==> src/tdc_pkg.sv <==
package tdc_pkg;
   // ----------------------------------------
   // Timing
   // ----------------------------------------
   localparam int CLK_PERIOD_NS = 20;
   localparam int CONV_WIDE_NS = 5700;
   localparam int CONV_NARROW_NS = 2800;
   localparam int CONV_WIDE_CYC = CONV_WIDE_NS / CLK_PERIOD_NS;
   localparam int CONV_NARROW_CYC = CONV_NARROW_NS / CLK_PERIOD_NS;
   localparam int CLEAR_NS = 100;
   localparam int CLEAR_CYC = (CLEAR_NS + CLK_PERIOD_NS - 1) / CLK_PERIOD_NS;
   localparam int SLOTS = 16;
   localparam int FSR_MIN_NS = 140;
   localparam int FSR_MAX_NS = 1200;
   // ----------------------------------------
   // Threshold memory map and fields
   // ----------------------------------------
   localparam logic [15:0] THR_BASE = 16'h1080;
   localparam logic [15:0] THR_LAST = 16'h10BF;
   localparam logic [15:0] THR_MASK = 16'h01FF;
   localparam int THR_KILL_BIT = 8;
   // ----------------------------------------
   // Data word
   // ----------------------------------------
   localparam int OVF_BIT = 12;
   localparam int BELOW_BIT = 13;
   localparam int INVALID_BIT = 14;
   localparam logic [11:0] SLIDE_MAX = 12'hF00;
   localparam int WORD_W = 16;
   localparam int FIFO_W = 21;
   localparam int FIFO_DEPTH = 16;
endpackage : tdc_pkg

==> src/fifo_if.sv <==
`timescale 1ns/10ps
interface fifo_if #(parameter int W = 21);
   logic valid;
   logic ready;
   logic [W-1:0] data;
   modport sink(input valid, input data, output ready);
   modport source(output valid, output data, input ready);
endinterface : fifo_if

==> src/tdc_fifo.sv <==
`timescale 1ns/10ps
module tdc_fifo #(parameter int W = 21, parameter int DEPTH = 16)
(
   input wire logic clk,
   input wire logic rst_n,
   fifo_if.sink wr,
   fifo_if.source rd
);
   localparam int AW = $clog2(DEPTH);
   logic [W-1:0] mem_ff [0:DEPTH-1];
   logic [AW-1:0] wptr_ff;
   logic [AW-1:0] rptr_ff;
   logic [AW:0] count_ff;
   logic do_wr;
   logic do_rd;

   assign wr.ready = (count_ff != (AW+1)'(DEPTH));
   assign rd.valid = (count_ff != '0);
   assign rd.data = mem_ff[rptr_ff];
   assign do_wr = wr.valid && wr.ready;
   assign do_rd = rd.valid && rd.ready;

   always_ff @(posedge clk)
   begin
      if (do_wr)
         mem_ff[wptr_ff] <= wr.data;
   end

   always_ff @(posedge clk or negedge rst_n)
   begin
      if (!rst_n)
      begin
         wptr_ff <= '0;
         rptr_ff <= '0;
         count_ff <= '0;
      end
      else
      begin
         if (do_wr)
            wptr_ff <= wptr_ff + 1'b1;
         if (do_rd)
            rptr_ff <= rptr_ff + 1'b1;
         if (do_wr && !do_rd)
            count_ff <= count_ff + 1'b1;
         else if (do_rd && !do_wr)
            count_ff <= count_ff - 1'b1;
      end
   end
endmodule : tdc_fifo

==> src/tdc_conversion_zero_suppression.sv <==
`timescale 1ns/10ps
module tdc_conversion_zero_suppression
   import tdc_pkg::*;
#(parameter bit NARROW = 1'b0)
(
   input wire logic CLK_SYS,
   input wire logic RST_N,
   input wire logic SHARED_TIMING_INPUT,
   input wire logic STOP_MODE_SEL,
   input wire logic SLIDE_EN,
   input wire logic BELOW_LEVEL_KEEP,
   input wire logic LEVEL_GRANULARITY_SEL,
   input wire logic OVERFLOW_KEEP,
   input wire logic VALID_KEEP,
   input wire logic [7:0] FSR_CODE,
   input wire logic [11:0] ADC_A_DATA,
   input wire logic [11:0] ADC_B_DATA,
   input wire logic ADC_A_OVF,
   input wire logic ADC_B_OVF,
   input wire logic ADC_A_INVALID,
   input wire logic ADC_B_INVALID,
   input wire logic [15:0] REG_ADDR,
   input wire logic REG_WR,
   input wire logic REG_RD,
   input wire logic [15:0] REG_WDATA,
   input wire logic DATA_READY,
   output logic [15:0] REG_RDATA,
   output logic STOP_MODE,
   output logic [7:0] FSR_LEVEL,
   output logic [1:0] MUX_GROUP,
   output logic [1:0] MUX_CHAN,
   output logic ADC_SAMPLE,
   output logic [7:0] SLIDE_LEVEL,
   output logic RAMP_DISCHARGE_SWITCH,
   output logic BUSY,
   output logic DATA_VALID,
   output logic [15:0] DATA_WORD,
   output logic [4:0] DATA_CHAN
);
   // ----------------------------------------
   // Constants and state
   // ----------------------------------------
   localparam int CONV_CYC = NARROW ? CONV_NARROW_CYC : CONV_WIDE_CYC;
   localparam int SLOT_CYC = CONV_CYC / SLOTS;

   typedef enum logic [1:0] {S_IDLE, S_CONVERT, S_CLEAR} state_type;

   state_type state_ff;
   state_type nxt_state;
   logic [8:0] cycle_ff;
   logic [3:0] slot_ff;
   logic [4:0] slot_tmr_ff;
   logic slots_done_ff;
   logic [1:0] pend_ff;
   logic [FIFO_W-1:0] word_a_ff;
   logic [FIFO_W-1:0] word_b_ff;
   logic [2:0] clear_tmr_ff;
   logic [7:0] slide_ff;
   logic stop_mode_ff;
   logic [7:0] fsr_ff;
   logic sample_ff;
   logic discharge_ff;
   logic [15:0] rdata_ff;
   logic [15:0] thr_mem [0:31];
   logic thr_hit;
   logic [4:0] thr_idx;
   logic slot_end;
   logic conv_end;
   logic [16:0] judge_a;
   logic [16:0] judge_b;

   fifo_if #(.W(FIFO_W)) push_if();
   fifo_if #(.W(FIFO_W)) pop_if();

   // ----------------------------------------
   // Suppression judgement
   // ----------------------------------------
   // Returns keep flag above the 16-bit data word
   function automatic logic [16:0] judge(input logic [11:0] raw, input logic ovf_in,
                                         input logic inv_in, input logic [15:0] thr);
      logic [12:0] diff;
      logic [11:0] val;
      logic ovf;
      logic below;
      logic inv;
      logic keep;
      logic [15:0] w;
      diff = {1'b0, raw} - {5'h00, slide_ff};
      if (SLIDE_EN)
      begin
         val = diff[11:0];
         ovf = ovf_in | diff[12] | (diff[11:0] > SLIDE_MAX);
      end
      else
      begin
         val = raw;
         ovf = ovf_in;
      end
      if (LEVEL_GRANULARITY_SEL)
         below = (val[8:1] < thr[7:0]) && (val[11:9] == 3'h0);
      else
         below = (val[11:4] < thr[7:0]);
      inv = inv_in & stop_mode_ff;
      // Every check must permit the store
      keep = !thr[THR_KILL_BIT]
             && (!below || BELOW_LEVEL_KEEP)
             && (!ovf || OVERFLOW_KEEP)
             && (!inv || VALID_KEEP);
      w = 16'h0000;
      w[11:0] = val;
      w[OVF_BIT] = ovf;
      w[BELOW_BIT] = below;
      w[INVALID_BIT] = inv;
      return {keep, w};
   endfunction : judge

   assign judge_a = judge(ADC_A_DATA, ADC_A_OVF, ADC_A_INVALID, thr_mem[{1'b0, slot_ff}]);
   assign judge_b = judge(ADC_B_DATA, ADC_B_OVF, ADC_B_INVALID, thr_mem[{1'b1, slot_ff}]);

   // ----------------------------------------
   // Sequencer
   // ----------------------------------------
   // Slot stalls while results wait for the buffer, so the fixed time may stretch under back-pressure
   assign slot_end = (state_ff == S_CONVERT) && !slots_done_ff && (pend_ff == 2'b00)
                     && (slot_tmr_ff == 5'(SLOT_CYC - 1));
   assign conv_end = (state_ff == S_CONVERT) && slots_done_ff && (pend_ff == 2'b00)
                     && (cycle_ff == 9'(CONV_CYC - 1));

   always_comb
   begin
      nxt_state = state_ff;
      case (state_ff)
         S_IDLE:
            if (SHARED_TIMING_INPUT)
               nxt_state = S_CONVERT;
         S_CONVERT:
            if (conv_end)
               nxt_state = S_CLEAR;
         S_CLEAR:
            if (clear_tmr_ff == 3'(CLEAR_CYC - 1))
               nxt_state = S_IDLE;
         default:
            nxt_state = S_IDLE;
      endcase
   end

   always_ff @(posedge CLK_SYS or negedge RST_N)
   begin
      if (!RST_N)
         state_ff <= S_IDLE;
      else
         state_ff <= nxt_state;
   end

   always_ff @(posedge CLK_SYS or negedge RST_N)
   begin
      if (!RST_N)
         cycle_ff <= 9'h000;
      else if (state_ff != S_CONVERT)
         cycle_ff <= 9'h000;
      else if (cycle_ff != 9'(CONV_CYC - 1))
         cycle_ff <= cycle_ff + 9'h001;
   end

   always_ff @(posedge CLK_SYS or negedge RST_N)
   begin
      if (!RST_N)
      begin
         slot_ff <= 4'h0;
         slot_tmr_ff <= 5'h00;
         slots_done_ff <= 1'b0;
      end
      else if (state_ff != S_CONVERT)
      begin
         slot_ff <= 4'h0;
         slot_tmr_ff <= 5'h00;
         slots_done_ff <= 1'b0;
      end
      else if (slot_end)
      begin
         slot_ff <= slot_ff + 4'h1;
         slot_tmr_ff <= 5'h00;
         slots_done_ff <= (slot_ff == 4'hF);
      end
      else if (!slots_done_ff && slot_tmr_ff != 5'(SLOT_CYC - 1))
         slot_tmr_ff <= slot_tmr_ff + 5'h01;
   end

   always_ff @(posedge CLK_SYS or negedge RST_N)
   begin
      if (!RST_N)
         sample_ff <= 1'b0;
      else
         sample_ff <= (state_ff == S_CONVERT) && !slots_done_ff && (slot_tmr_ff == 5'h00);
   end

   // ----------------------------------------
   // Ramp discharge
   // ----------------------------------------
   always_ff @(posedge CLK_SYS or negedge RST_N)
   begin
      if (!RST_N)
      begin
         clear_tmr_ff <= 3'h0;
         discharge_ff <= 1'b0;
      end
      else
      begin
         clear_tmr_ff <= (state_ff == S_CLEAR) ? clear_tmr_ff + 3'h1 : 3'h0;
         discharge_ff <= (nxt_state == S_CLEAR);
      end
   end

   // ----------------------------------------
   // Mode, range and sliding offset
   // ----------------------------------------
   // Mode and range only follow while idle so a conversion never sees them change
   always_ff @(posedge CLK_SYS or negedge RST_N)
   begin
      if (!RST_N)
      begin
         stop_mode_ff <= 1'b0;
         fsr_ff <= 8'h00;
      end
      else if (state_ff == S_IDLE)
      begin
         stop_mode_ff <= STOP_MODE_SEL;
         fsr_ff <= FSR_CODE;
      end
   end

   always_ff @(posedge CLK_SYS or negedge RST_N)
   begin
      if (!RST_N)
         slide_ff <= 8'h00;
      else if (!SLIDE_EN)
         slide_ff <= 8'h00;
      else if (conv_end)
         slide_ff <= slide_ff + 8'h01;
   end

   // ----------------------------------------
   // Result staging toward the buffer
   // ----------------------------------------
   always_ff @(posedge CLK_SYS or negedge RST_N)
   begin
      if (!RST_N)
      begin
         pend_ff <= 2'b00;
         word_a_ff <= '0;
         word_b_ff <= '0;
      end
      else if (slot_end)
      begin
         pend_ff <= {judge_b[16] & !NARROW, judge_a[16]};
         word_a_ff <= {1'b0, slot_ff, judge_a[15:0]};
         word_b_ff <= {1'b1, slot_ff, judge_b[15:0]};
      end
      else if (push_if.ready)
      begin
         if (pend_ff[0])
            pend_ff[0] <= 1'b0;
         else
            pend_ff[1] <= 1'b0;
      end
   end

   assign push_if.valid = |pend_ff;
   assign push_if.data = pend_ff[0] ? word_a_ff : word_b_ff;

   tdc_fifo #(.W(FIFO_W), .DEPTH(FIFO_DEPTH)) u_fifo
   (
      .clk(CLK_SYS),
      .rst_n(RST_N),
      .wr(push_if),
      .rd(pop_if)
   );

   assign pop_if.ready = DATA_READY;

   // ----------------------------------------
   // Threshold memory
   // ----------------------------------------
   assign thr_hit = (REG_ADDR >= THR_BASE) && (REG_ADDR <= THR_LAST);
   assign thr_idx = REG_ADDR[5:1];

   // No reset term: contents persist through every reset
   always_ff @(posedge CLK_SYS)
   begin
      if (REG_WR && thr_hit)
         thr_mem[thr_idx] <= REG_WDATA & THR_MASK;
   end

   always_ff @(posedge CLK_SYS or negedge RST_N)
   begin
      if (!RST_N)
         rdata_ff <= 16'h0000;
      else if (REG_RD)
         rdata_ff <= thr_hit ? thr_mem[thr_idx] : 16'h0000;
   end

   // ----------------------------------------
   // Outputs
   // ----------------------------------------
   assign REG_RDATA = rdata_ff;
   assign STOP_MODE = stop_mode_ff;
   assign FSR_LEVEL = fsr_ff;
   assign MUX_GROUP = slot_ff[3:2];
   assign MUX_CHAN = slot_ff[1:0];
   assign ADC_SAMPLE = sample_ff;
   assign SLIDE_LEVEL = slide_ff;
   assign RAMP_DISCHARGE_SWITCH = discharge_ff;
   assign BUSY = (state_ff != S_IDLE);
   assign DATA_VALID = pop_if.valid;
   assign DATA_WORD = pop_if.data[15:0];
   assign DATA_CHAN = pop_if.data[20:16];
endmodule : tdc_conversion_zero_suppression

==> config.mk <==
export PLATFORM = sky130hd
export DESIGN_NAME = tdc_conversion_zero_suppression
export DESIGN_NICKNAME = d
export VERILOG_FILES = /design/src/tdc_pkg.sv /design/src/fifo_if.sv /design/src/tdc_fifo.sv /design/src/tdc_conversion_zero_suppression.sv
export SDC_FILE = /design/constraint.sdc
export NUM_CORES = 1
export LEC_CHECK = 0
export BUFFER_PORTS_ARGS = -buffer_cell sky130_fd_sc_hd__buf_4
export CELL_PAD_IN_SITES_DETAIL_PLACEMENT = 1
export CELL_PAD_IN_SITES_GLOBAL_PLACEMENT = 2
export CORE_ASPECT_RATIO = 1.75
export CORE_UTILIZATION = 47
export CTS_CLUSTER_SIZE = 16
export DETAILED_ROUTE_END_ITERATION = 7
export GPL_TIMING_DRIVEN = 1
export PLACE_DENSITY = 0.88
export SLEW_MARGIN = 20
export SYNTH_ARGS = -nofsm -noshare
export SYNTH_HDL_FRONTEND = slang
export SYNTH_SLANG_ARGS = --single-unit
==> constraint.sdc <==
create_clock -name CLK_SYS -period 6.2 [get_ports CLK_SYS]
set_clock_uncertainty 0.15 [all_clocks]
set_input_delay 0.62 -clock CLK_SYS [delete_from_list [all_inputs] [get_ports CLK_SYS]]
set_output_delay 0.62 -clock CLK_SYS [all_outputs]
set_load 0.03 [all_outputs]
; Word-level counts from Yosys, hierarchy flattened
; Memories as Yosys holds them, arrays and structs flattened.
; Cells that the tools add are included.
[word_totals]
regBits = 113
mem_bits_rw = 624
latch_bits = 0
mem_bits_ro = 0
memories = 2
elab_cells = 145
[mem_list]
columns = name, depth, width, read_ports, rd_clocked_by_memory_dff, wr, line_no
row1 = u_fifo.mem_ff, 16, 21, 1, 0, 1, tdc_fifo.sv:10  ; logic [W-1:0] mem_ff [0:DEPTH-1];
row2 = thr_mem, 32, 9, 3, 0, 1, tdc_conversion_zero_suppression.sv:64  ; logic [15:0] thr_mem [0:31];
[classes]
n_lt_le_gt_ge = 8
mul = 0
n_bitwise = 6
n_eq_ne = 13
addsub = 11
n_reduce_logical = 53
mux = 33
shift = 0
div = 0
[op_table]
columns = op, n
row1 = < comparator 8 bit, 4
row2 = subtractor 12 x 8 -> 13 bit, 2
row3 = two-way mux 5 bit, 5
row4 = greater-than comparator 12 bit (second input constant), 2
row5 = two-way mux 12 bit, 2
row6 = logical AND 1 bit, 22
row7 = two-way mux 21 bit, 1
row8 = two-way mux 9 bit, 2
row9 = greater-or-equal comparator 16 x 13 -> 1 bit (second input constant), 1
row10 = less-or-equal comparator 16 x 13 -> 1 bit (second input constant), 1
row11 = two-way mux 16 bit, 1
row12 = two-way mux 8 bit, 2
row13 = adder 4 x 1 -> 4 bit (second input constant), 3
row14 = logical NOT 1 bit, 11
row15 = two-way mux 1 bit, 11
row16 = adder 5 x 1 -> 5 bit (second input constant), 2
row17 = two-way mux 2 bit, 5
row18 = inequality test 5 bit (second input constant), 2
row19 = nonzero test 2 bit, 5
row20 = adder 9 x 1 -> 9 bit (second input constant), 1
row21 = == test 9 bit (second input constant), 1
row22 = inequality test 9 bit (second input constant), 1
row23 = adder 8 x 1 -> 8 bit (second input constant), 1
row24 = two-way mux 4 bit, 2
row25 = 20 further kinds, 34

; Logic depth before layout (Yosys ltp)
; Gate-level depths: netlist of the first run.
[depth]
depth_word = 11
depth_mapped = 17

; By module
; A second synthesis of the first run with hierarchy kept.
[unflattened]
cells_unflattened = 1979
area_unflattened_um2 = 32921.6
[by_module_without_submodules]
columns = module, n_inst, area_per_inst_um2, seq_area_each_um2, cells_each
row1 = tdc_conversion_zero_suppression, 1, 19198.4, 10875.4, 1289
row2 = tdc_fifo, 1, 13723.2, 10415.0, 690

; Worst setup path before layout of the first run
; No wires, ideal clock.
[synth_timing]
kind = register to register
start = reg slot_ff[0]
end = reg pend_ff[0]
path_stages_with_launch = 16
slack_ns = 1.729
synth_period_minus_slack_ns = 4.471
t_required_ns = 5.928
arrival_time_ns = 4.199
setup_time_ns = 0.122
n_path_buf = 4
path_cell_list = dfrtp_1 -> buf_6 -> buf_8 -> buf_2 -> buf_2 -> mux4_2 -> mux4_2 -> inv_1 -> ha_1 -> and2_1 -> a221oi_1 -> nand2_1 -> a2111oi_0 -> nor2_1 -> o221a_1 -> a32o_1
[synth_via]
elab_chain_cells = 10
[synth_lines]
columns = element, line_no
row1 = start: declaration, tdc_conversion_zero_suppression.sv:51  ; logic [3:0] slot_ff;
row2 = start signal: assignment, tdc_conversion_zero_suppression.sv:181  ; slot_ff <= slot_ff + 4'h1;
row3 = memory (32 x 9 bit) (*), n/a
row4 = < comparator 8 bit, tdc_conversion_zero_suppression.sv:100  ; below = (val[8:1] < thr[7:0]) && (val[11:9] == 3'h0);
row5 = logical AND 1 bit, tdc_conversion_zero_suppression.sv:100
row6 = two-way mux 1 bit, tdc_conversion_zero_suppression.sv:99  ; if (LEVEL_GRANULARITY_SEL)
row7 = logical NOT 1 bit, tdc_conversion_zero_suppression.sv:106  ; && (!below || BELOW_LEVEL_KEEP)
row8 = logical OR 1 bit, tdc_conversion_zero_suppression.sv:106
row9 = logical AND 1 bit (*), tdc_conversion_zero_suppression.sv:106
row10 = logical AND 1 bit (*), tdc_conversion_zero_suppression.sv:107  ; && (!ovf || OVERFLOW_KEEP)
row11 = logical AND 1 bit (*), tdc_conversion_zero_suppression.sv:108  ; && (!inv || VALID_KEEP);
row12 = two-way mux 2 bit (*), tdc_conversion_zero_suppression.sv:253  ; else if (slot_end)
row13 = end signal: assignment, tdc_conversion_zero_suppression.sv:255  ; pend_ff <= {judge_b[16] & !NARROW, judge_a[16]};
row14 = end: declaration, tdc_conversion_zero_suppression.sv:54  ; logic [1:0] pend_ff;
; Every way passes the cells marked *; elsewhere a longest branch is shown, timed or not.
; A chain may end at the register's enable or synchronous reset.

; Worst setup path after layout of the first run
[layout_timing]
start = reg slide_ff[4], in the netlist SLIDE_LEVEL[4]
end = reg pend_ff[0]
[layout_via]
elab_chain_cells = 11
[layout_lines]
columns = element, line_no
row1 = start: declaration, tdc_conversion_zero_suppression.sv:58  ; logic [7:0] slide_ff;
row2 = start signal: assignment, tdc_conversion_zero_suppression.sv:239  ; slide_ff <= slide_ff + 8'h01;
row3 = subtractor 12 x 8 -> 13 bit (*), tdc_conversion_zero_suppression.sv:88  ; diff = {1'b0, raw} - {5'h00, slide_ff};
row4 = two-way mux 12 bit (*), tdc_conversion_zero_suppression.sv:89  ; if (SLIDE_EN)
row5 = named net judge_a[11], tdc_conversion_zero_suppression.sv:69  ; logic [16:0] judge_a;
row6 = branches (longest 2 deep; another with < comparator 8 bit), n/a
row7 = two-way mux 1 bit (*), tdc_conversion_zero_suppression.sv:99
row8 = logical NOT 1 bit (*), tdc_conversion_zero_suppression.sv:106
row9 = logical OR 1 bit (*), tdc_conversion_zero_suppression.sv:106
row10 = logical AND 1 bit (*), tdc_conversion_zero_suppression.sv:106
row11 = logical AND 1 bit (*), tdc_conversion_zero_suppression.sv:107
row12 = logical AND 1 bit (*), tdc_conversion_zero_suppression.sv:108
row13 = two-way mux 2 bit (*), tdc_conversion_zero_suppression.sv:253
; Mark *: on every way through the listed nets, which the timed path passes.

==> results of run 1 <==
[metal layers]
metal	GRT usage	up-vias	routed length, um
li1	-	7628	-
met1	0.279	9668	29600
met2	0.510	802	51500
met3	0.0361	244	4960
met4	0.166	0	5910
met5	0	-	0
[state kept, by name, summed over array words and instances (netlist names), 5 cells and up]
name and count:
cycle_ff 9, u_fifo.mem_ff 320, SLIDE_LEVEL 8, slot_tmr_ff 5, REG_RDATA 9, word_a_ff 15
u_fifo.count_ff 5, word_b_ff 20, FSR_LEVEL 8, thr_mem 288
[final timing paths]
| kind | to | slack (ns) | cells after the start |
|---|---|---|---|
| setup / recovery | pend_ff[0] | 1.49 | 16 |
| hold / removal | state_ff[0] | 0.07 | 3 |
| setup reg to reg | pend_ff[0] | 1.49 | 16 |
| hold reg to reg | clear_tmr_ff[0] | 0.32 | 1 |
| max in group asynchronous | slot_ff[0] | 4.07 | 3 |
| min in group asynchronous | SLIDE_LEVEL[7] | 0.37 | 2 |
[cells in the mapped netlist, types with 9 or more instances]
master      n
nor3_1     20
mux2_2     44
nor2_1     97
dfrtp_1   102
o22ai_1    24
nand4_1    12
inv_1      67
nand2_1   102
xor2_1     19
o21a_1      9
nor2b_1    13
mux4_2    258
o211ai_1   11
xnor2_1    28
edfxtp_1  608
and2_1     31
and3_1     10
nand3_1    19
ha_1       61
mux2i_1     9
nand2b_1    9
buf_2      16
nor4_1     12
clkbuf_1   70
a21oi_1    29
o21ai_0    41
buf_1      16
[layout make-up]
type,count,area (um2),area share
sequential,710,20800,0.575
multi-input combinational,967,10700,0.295
clock buffer,84,1790,0.0494
timing repair buffer,159,1210,0.0334
tap,896,1120,0.0309
clock inverter,36,348,0.00960
inverter,67,251,0.00694
antenna,3,7.51,0.000207
[power by group through the flow]
stage                     registers (uW)  clock network (uW)  logic (uW)
after CTS                           5460                4150        2210
after global placement              5550                   0        2060
after global routing                5470                4270        2330
after detailed placement            5560                   0        2150
after floorplan                     5390                   0        1600
final                               5450                4080        2190
[through the flow]
| step | utilization | instance area (um2) | hold WS [ns] | std cells |
|---|---|---|---|---|
| floorplan | - | 32200 | 0.174 | 1856 |
| global placement | 0.503 | 34000 | 0.291 | 2798 |
| detailed placement | 0.503 | 34100 | 0.315 | 2798 |
| CTS | 0.535 | 36200 | 0.0377 | 2919 |
| global route | 0.536 | 36200 | 0.0725 | 2920 |
| finish | 0.536 | 36200 | 0.0664 | 2922 |
[cell families (layout without fill, tap and decap cells)]
group	after synthesis	count (layout)
DFF	710	710
and+or+nand+nor	360	360
muxes	313	313
buffers and inverters	179	346
AOI/OAI and AO/OA	175	175
adders and majority gates	64	64
xor gates and xnor gates	47	47
other	1	11
[worst min-delay path, stage by stage]
cell	delay, ns
buf_4	0.08
nand2_1	0.04
o21ai_0	0.06
[repair_timing]
action,4_1_cts,5_1_grt
resized for setup,0,0
endpoints found under the hold margin,39,0
hold buffers,1,0
==> impl_metrics.yaml, run 1 <==
synthesis:
  post_synth_num_cell_types: 73
  yosys.area_share.adder: 0.0256
  syn_avg_cell_area_um2: 17.4
  ys_seq_elements: 710
  yosysWarningCount: 0
  syn_inst: 1849
  synth_xor_xnor_area_share: 0.0128
  synth_top_area_share: 0.567
  yosysTopAreaCell: "edfxtp_1"
  synth_seq_area_share: 0.647
  synth_top_family_by_area: "multiplexers"
  synth.area.top_cells: "edfxtp_1 57%, mux4_2 18%, dfrtp_1 7.9%"
  ys_async_sr_fraction: 0.144
  synth.area.mux_share: 0.200
  synthSimpleGateAreaFrac: 0.0545
  netlist_area_mm2: 0.0322
  synth_flop_cell: "edfxtp_1"
  synth_edf_count: 608
  synth_compound_area_frac: 0.0368
sta:
  slew_headroom: 0.207
  setup_ws_ns: 1.49
  worst_pin_slew_ns: 1.17
  final-max-slew-violation-count: 0
  final_hold_viol_count: 0
  rsz0062_at_grt: "no"
  setup_viol: 0
  max_freq_mhz: 212
  finalCriticalPeriod_ns: 4.71
  post-route-period-util: 0.760
  tns_ns: 0
critical_path:
  crit_slowest_cell: "o21ai_0"
  crit_type: "flop to flop"
  crit_start: "SLIDE_LEVEL[4]"
  path_max_fanout: 5
  cp.arrival_ns: 5.08
  reg2reg_from: "SLIDE_LEVEL[4]"
  path_cells: "inv_1 > ha_1 > or2_1 > a21oi_1 > a211oi_1 > o21ai_0 > nand3_1 > xnor2_1 > ha_1 > and2_1 > a221oi_1 > nand2_1 > a2111oi_0 > nor2_1 > o221a_1 > a32o_1"
  startpoint_type: "flop"
  cp.buffers_inverters: 1
  worstPathRequired_ns: 6.56
  end_kind: "flop"
  cpPeakStageDelay_ns: 0.45
  cpMostUsedCell: "ha_1"
  cp_top_family: "compound AO/OA/AOI/OAI gates"
global_routing:
  antenna_found_initial: 2
  grt_pass1_wl_mm: 133
  grt_pass1_vias: 20000
  grt_max_degree: 64
  grt_overflow: 0
  grt_use_total: 0.271
placed_design:
  pre_cts_ws_ns: 1.36
  io_buffers: 125
  finalWeightedCongestion: 0.909
  dp_hpwl_mm: 60.6
die:
  rows: 126
  die_w_um: 200
  pin_count: 142
  die_area_mm2: 0.0695
  core_area_mm2: 0.0676
  die_h_um: 348
  start_util: 0.476
clock_network:
  cts_made_buffers: 66
  cts_tree: "done"
  cts_buffer_depth: 3
  clock-sinks: 710
  postCtsSetupBuffers: 0
  path_clk_slew_ns: 0.07
  ctsHtreeMaxLevel: 3
  clk_latency_ns: 0.63
  cts-root-buf: "clkbuf_16"
power:
  clkPwrFrac: 0.349
  pwr-share-comb: 0.186
  total_power_uw: 11700
  leakagePower_uw: 0.0124
  powerDensity_mw_per_mm2: 324
  switching_share: 0.272
  peakVddDrop_v: 0.000233
  seqPwrFrac: 0.465
  p_int_uw: 8530
  power.switching_uw: 3190
flow_run:
  drv_cap: 0
outcome:
  status: "complete, no violations"
cells_and_area:
  drive_gt1_frac: 0.293
  fillerInstances: 6091
  fin_nets: 2115
  area_growth_pct: 12.6
  final_cell_mix: "608 x edfxtp_1, 258 x mux4_2, 157 x buf_4"
  layout_commonest_cell: "edfxtp_1"
hold_path:
  hp-class: "primary input to flop"
  min_from: "SHARED_TIMING_INPUT"
route:
  viasPerCell: 6.28
  dr.pass1.iters: 5
  totalWireLength_mm: 91.9
  drc_errors: 0
  vias: 18300
  wire_per_inst_um: 31.4
  detail-route-antenna-nets: 0
  dr.first_iter.drc_count: 1475
Power figures use the tool's default switching activity.
==> run 2: changes to the inputs <==
Clock period 6.2 ns to 4.55 ns, I/O delays scaled along.
==> run 2 against run 1 <==
- first-iteration DRC count fell by 0.34%
- die area did not move
- largest cell class unchanged
- sequential power rose by 35%
- sequential share of layout area fell by 0.87 points
- register-to-register slack got worse by 1.2 ns
- non-clock buffer count rose by 71
- sequential cell count did not move
- setup slack got worse by 1.2 ns
- critical path depth did not move
- total power rose by 36%
==> impl_metrics.yaml, run 2 (synthesized netlist as in run 1, its figures left out) <==
cells_and_area:
  regMostFlops: "u_fifo.mem_ff"
  drive_gt1_frac: 0.305
  fin_area_mm2: 0.0368
  fin_nets: 2181
  largest_register_ffs: 320
  layout_commonest_cell: "edfxtp_1"
  fillerInstances: 6148
  largestRegisters: "u_fifo.mem_ff: 320 flops, thr_mem: 288 flops, word_b_ff: 20 flops"
  area_growth_pct: 14.4
  final_cell_mix: "608 x edfxtp_1, 258 x mux4_2, 212 x buf_4"
route:
  vias: 18700
  totalWireLength_mm: 92.8
  dr.pass1.iters: 5
  dr.first_iter.drc_count: 1470
  wire_per_inst_um: 31.1
  viasPerCell: 6.26
  detail-route-antenna-nets: 0
  drc_errors: 0
sta:
  setup_ws_ns: 0.310
  post-route-period-util: 0.932
  tns_ns: 0
  max_freq_mhz: 236
  slew_headroom: 0.255
  rsz0062_at_grt: "no"
  finalCriticalPeriod_ns: 4.24
  worst_pin_slew_ns: 1.12
  setup_viol: 0
  final-max-slew-violation-count: 0
  final_hold_viol_count: 0
global_routing:
  grt_use_total: 0.273
  grt_overflow: 0
  antenna_found_initial: 3
  grt_max_degree: 65
  grt_pass1_vias: 20500
  grt_pass1_wl_mm: 135
die:
  die_h_um: 348
  pin_count: 142
  die_w_um: 200
  start_util: 0.476
  core_area_mm2: 0.0676
  rows: 126
  die_area_mm2: 0.0695
flow_run:
  drv_cap: 0
outcome:
  status: "complete, no violations"
critical_path:
  worstPathRequired_ns: 4.96
  cp.arrival_ns: 4.65
  path_max_fanout: 5
  startpoint_type: "flop"
  reg2reg_depth: 16
  crit_slowest_cell: "dfrtp_1"
  cpMostUsedCell: "ha_1"
  crit_type: "flop to flop"
  end_kind: "flop"
  cpPeakStageDelay_ns: 0.41
  path_cells: "inv_1 > ha_1 > or2_1 > a21oi_1 > a211oi_1 > o21ai_1 > nand3_1 > xnor2_2 > ha_1 > and2_1 > a221oi_1 > nand2_1 > a2111oi_1 > nor2_1 > o221a_1 > a32o_1"
clock_network:
  clock-sinks: 710
  cts_made_buffers: 61
  ctsHtreeMaxLevel: 2
  clk_latency_ns: 0.67
  path_clk_slew_ns: 0.07
  cts-root-buf: "clkbuf_16"
  cts_buffer_depth: 3
  cts_tree: "done"
power:
  clkPwrFrac: 0.348
  seqPwrFrac: 0.463
  power.switching_uw: 4290
  p_int_uw: 11600
  powerDensity_mw_per_mm2: 433
  switching_share: 0.269
  peakVddDrop_v: 0.000335
  leakagePower_uw: 0.0127
  pwr-share-comb: 0.188
placed_design:
  finalWeightedCongestion: 0.909
  dpl-instance-area_mm2: 0.0345
  dp_hpwl_mm: 63.2
  io_buffers: 125
  pre_cts_ws_ns: 0.175
hold_path:
  hp-class: "primary input to flop"
  hold_depth: 3
run 2: cell count changes in the layout (fill, tap and decap cells not counted), moves of 2 or more:
cell	previous run	this run
dlygate4sd3_1	1	14
nor2_1	84	96
buf_12	1	4
diode_2	3	1
clkbuf_16	67	61
inv_6	5	2
nor2_2	13	1
bufinv_16	4	8
buf_4	157	212
clkinv_1	7	4
run 2: metrics by stage:
step                utilization  power [uW]  hold WS [ns]  instances
finish                    0.544       15900       0.00659       2987
global route              0.544       16400        0.0464       2987
CTS                       0.544       16000       0.00498       2986
detailed placement        0.510       10500         0.298       2856
global placement          0.510       10400         0.292       2856
floorplan                     -        9500       0.00941       1856
run 2: cell type report:
cell class / count / area [um2] / share of cell area
Sequential cell: 710 / 20800 / 0.566
Multi-Input combinational cell: 967 / 10700 / 0.290
Timing Repair Buffer: 230 / 1810 / 0.0492
Clock buffer: 80 / 1660 / 0.0451
Tap cell: 896 / 1120 / 0.0305
Clock inverter: 36 / 463 / 0.0126
Inverter: 67 / 251 / 0.00684
Antenna cell: 1 / 2.50 / 0.0000680
run 2: worst paths after layout:
path                                 from  slack (ns)             end
min in group asynchronous           RST_N        0.29  SLIDE_LEVEL[7]
min reg2reg                 word_b_ff[20]        0.32   word_b_ff[20]
max                        SLIDE_LEVEL[4]        0.31      pend_ff[0]
max reg2reg                SLIDE_LEVEL[4]        0.31      pend_ff[0]
min                         ADC_A_DATA[0]       0.007    word_a_ff[0]
max in group asynchronous           RST_N        3.03    FSR_LEVEL[3]
run 2: power groups by stage:
stage / combinational (uW) / clock, uW / sequential, uW
final: 3000 / 5540 / 7380
after global routing: 3200 / 5800 / 7390
after CTS: 3030 / 5600 / 7370
after detailed placement: 2970 / 0 / 7510
after global placement: 2870 / 0 / 7500
after floorplan: 2150 / 0 / 7340
run 2: critical path: cells and delay by family, from the launching register on:
| kind | cells | cell delay (ns) |
|---|---|---|
| flops | 1 | 0.41 |
| simple gates | 5 | 0.83 |
| buf+inv | 1 | 0.12 |
| compound gates | 7 | 1.76 |
| xor+xnor | 1 | 0.19 |
| fa+ha+maj | 2 | 0.67 |
run 2: routing by layer:
| layer | GRT usage | vias up | wire length [um] | share of wire |
|---|---|---|---|---|
| li1 | - | 7759 | - | - |
| met1 | 0.275 | 9823 | 29600 | 0.32 |
| met2 | 0.521 | 851 | 52200 | 0.56 |
| met3 | 0.0378 | 264 | 4910 | 0.053 |
| met4 | 0.161 | 4 | 6050 | 0.065 |
| met5 | 0 | - | 26 | 0.00028 |
run 2: repair_timing:
action	CTS	global route
resized for setup	0	3
endpoints found under the setup margin	0	1
hold buffers	14	0
hold endpoints to repair	76	0
buffers inserted	0	0
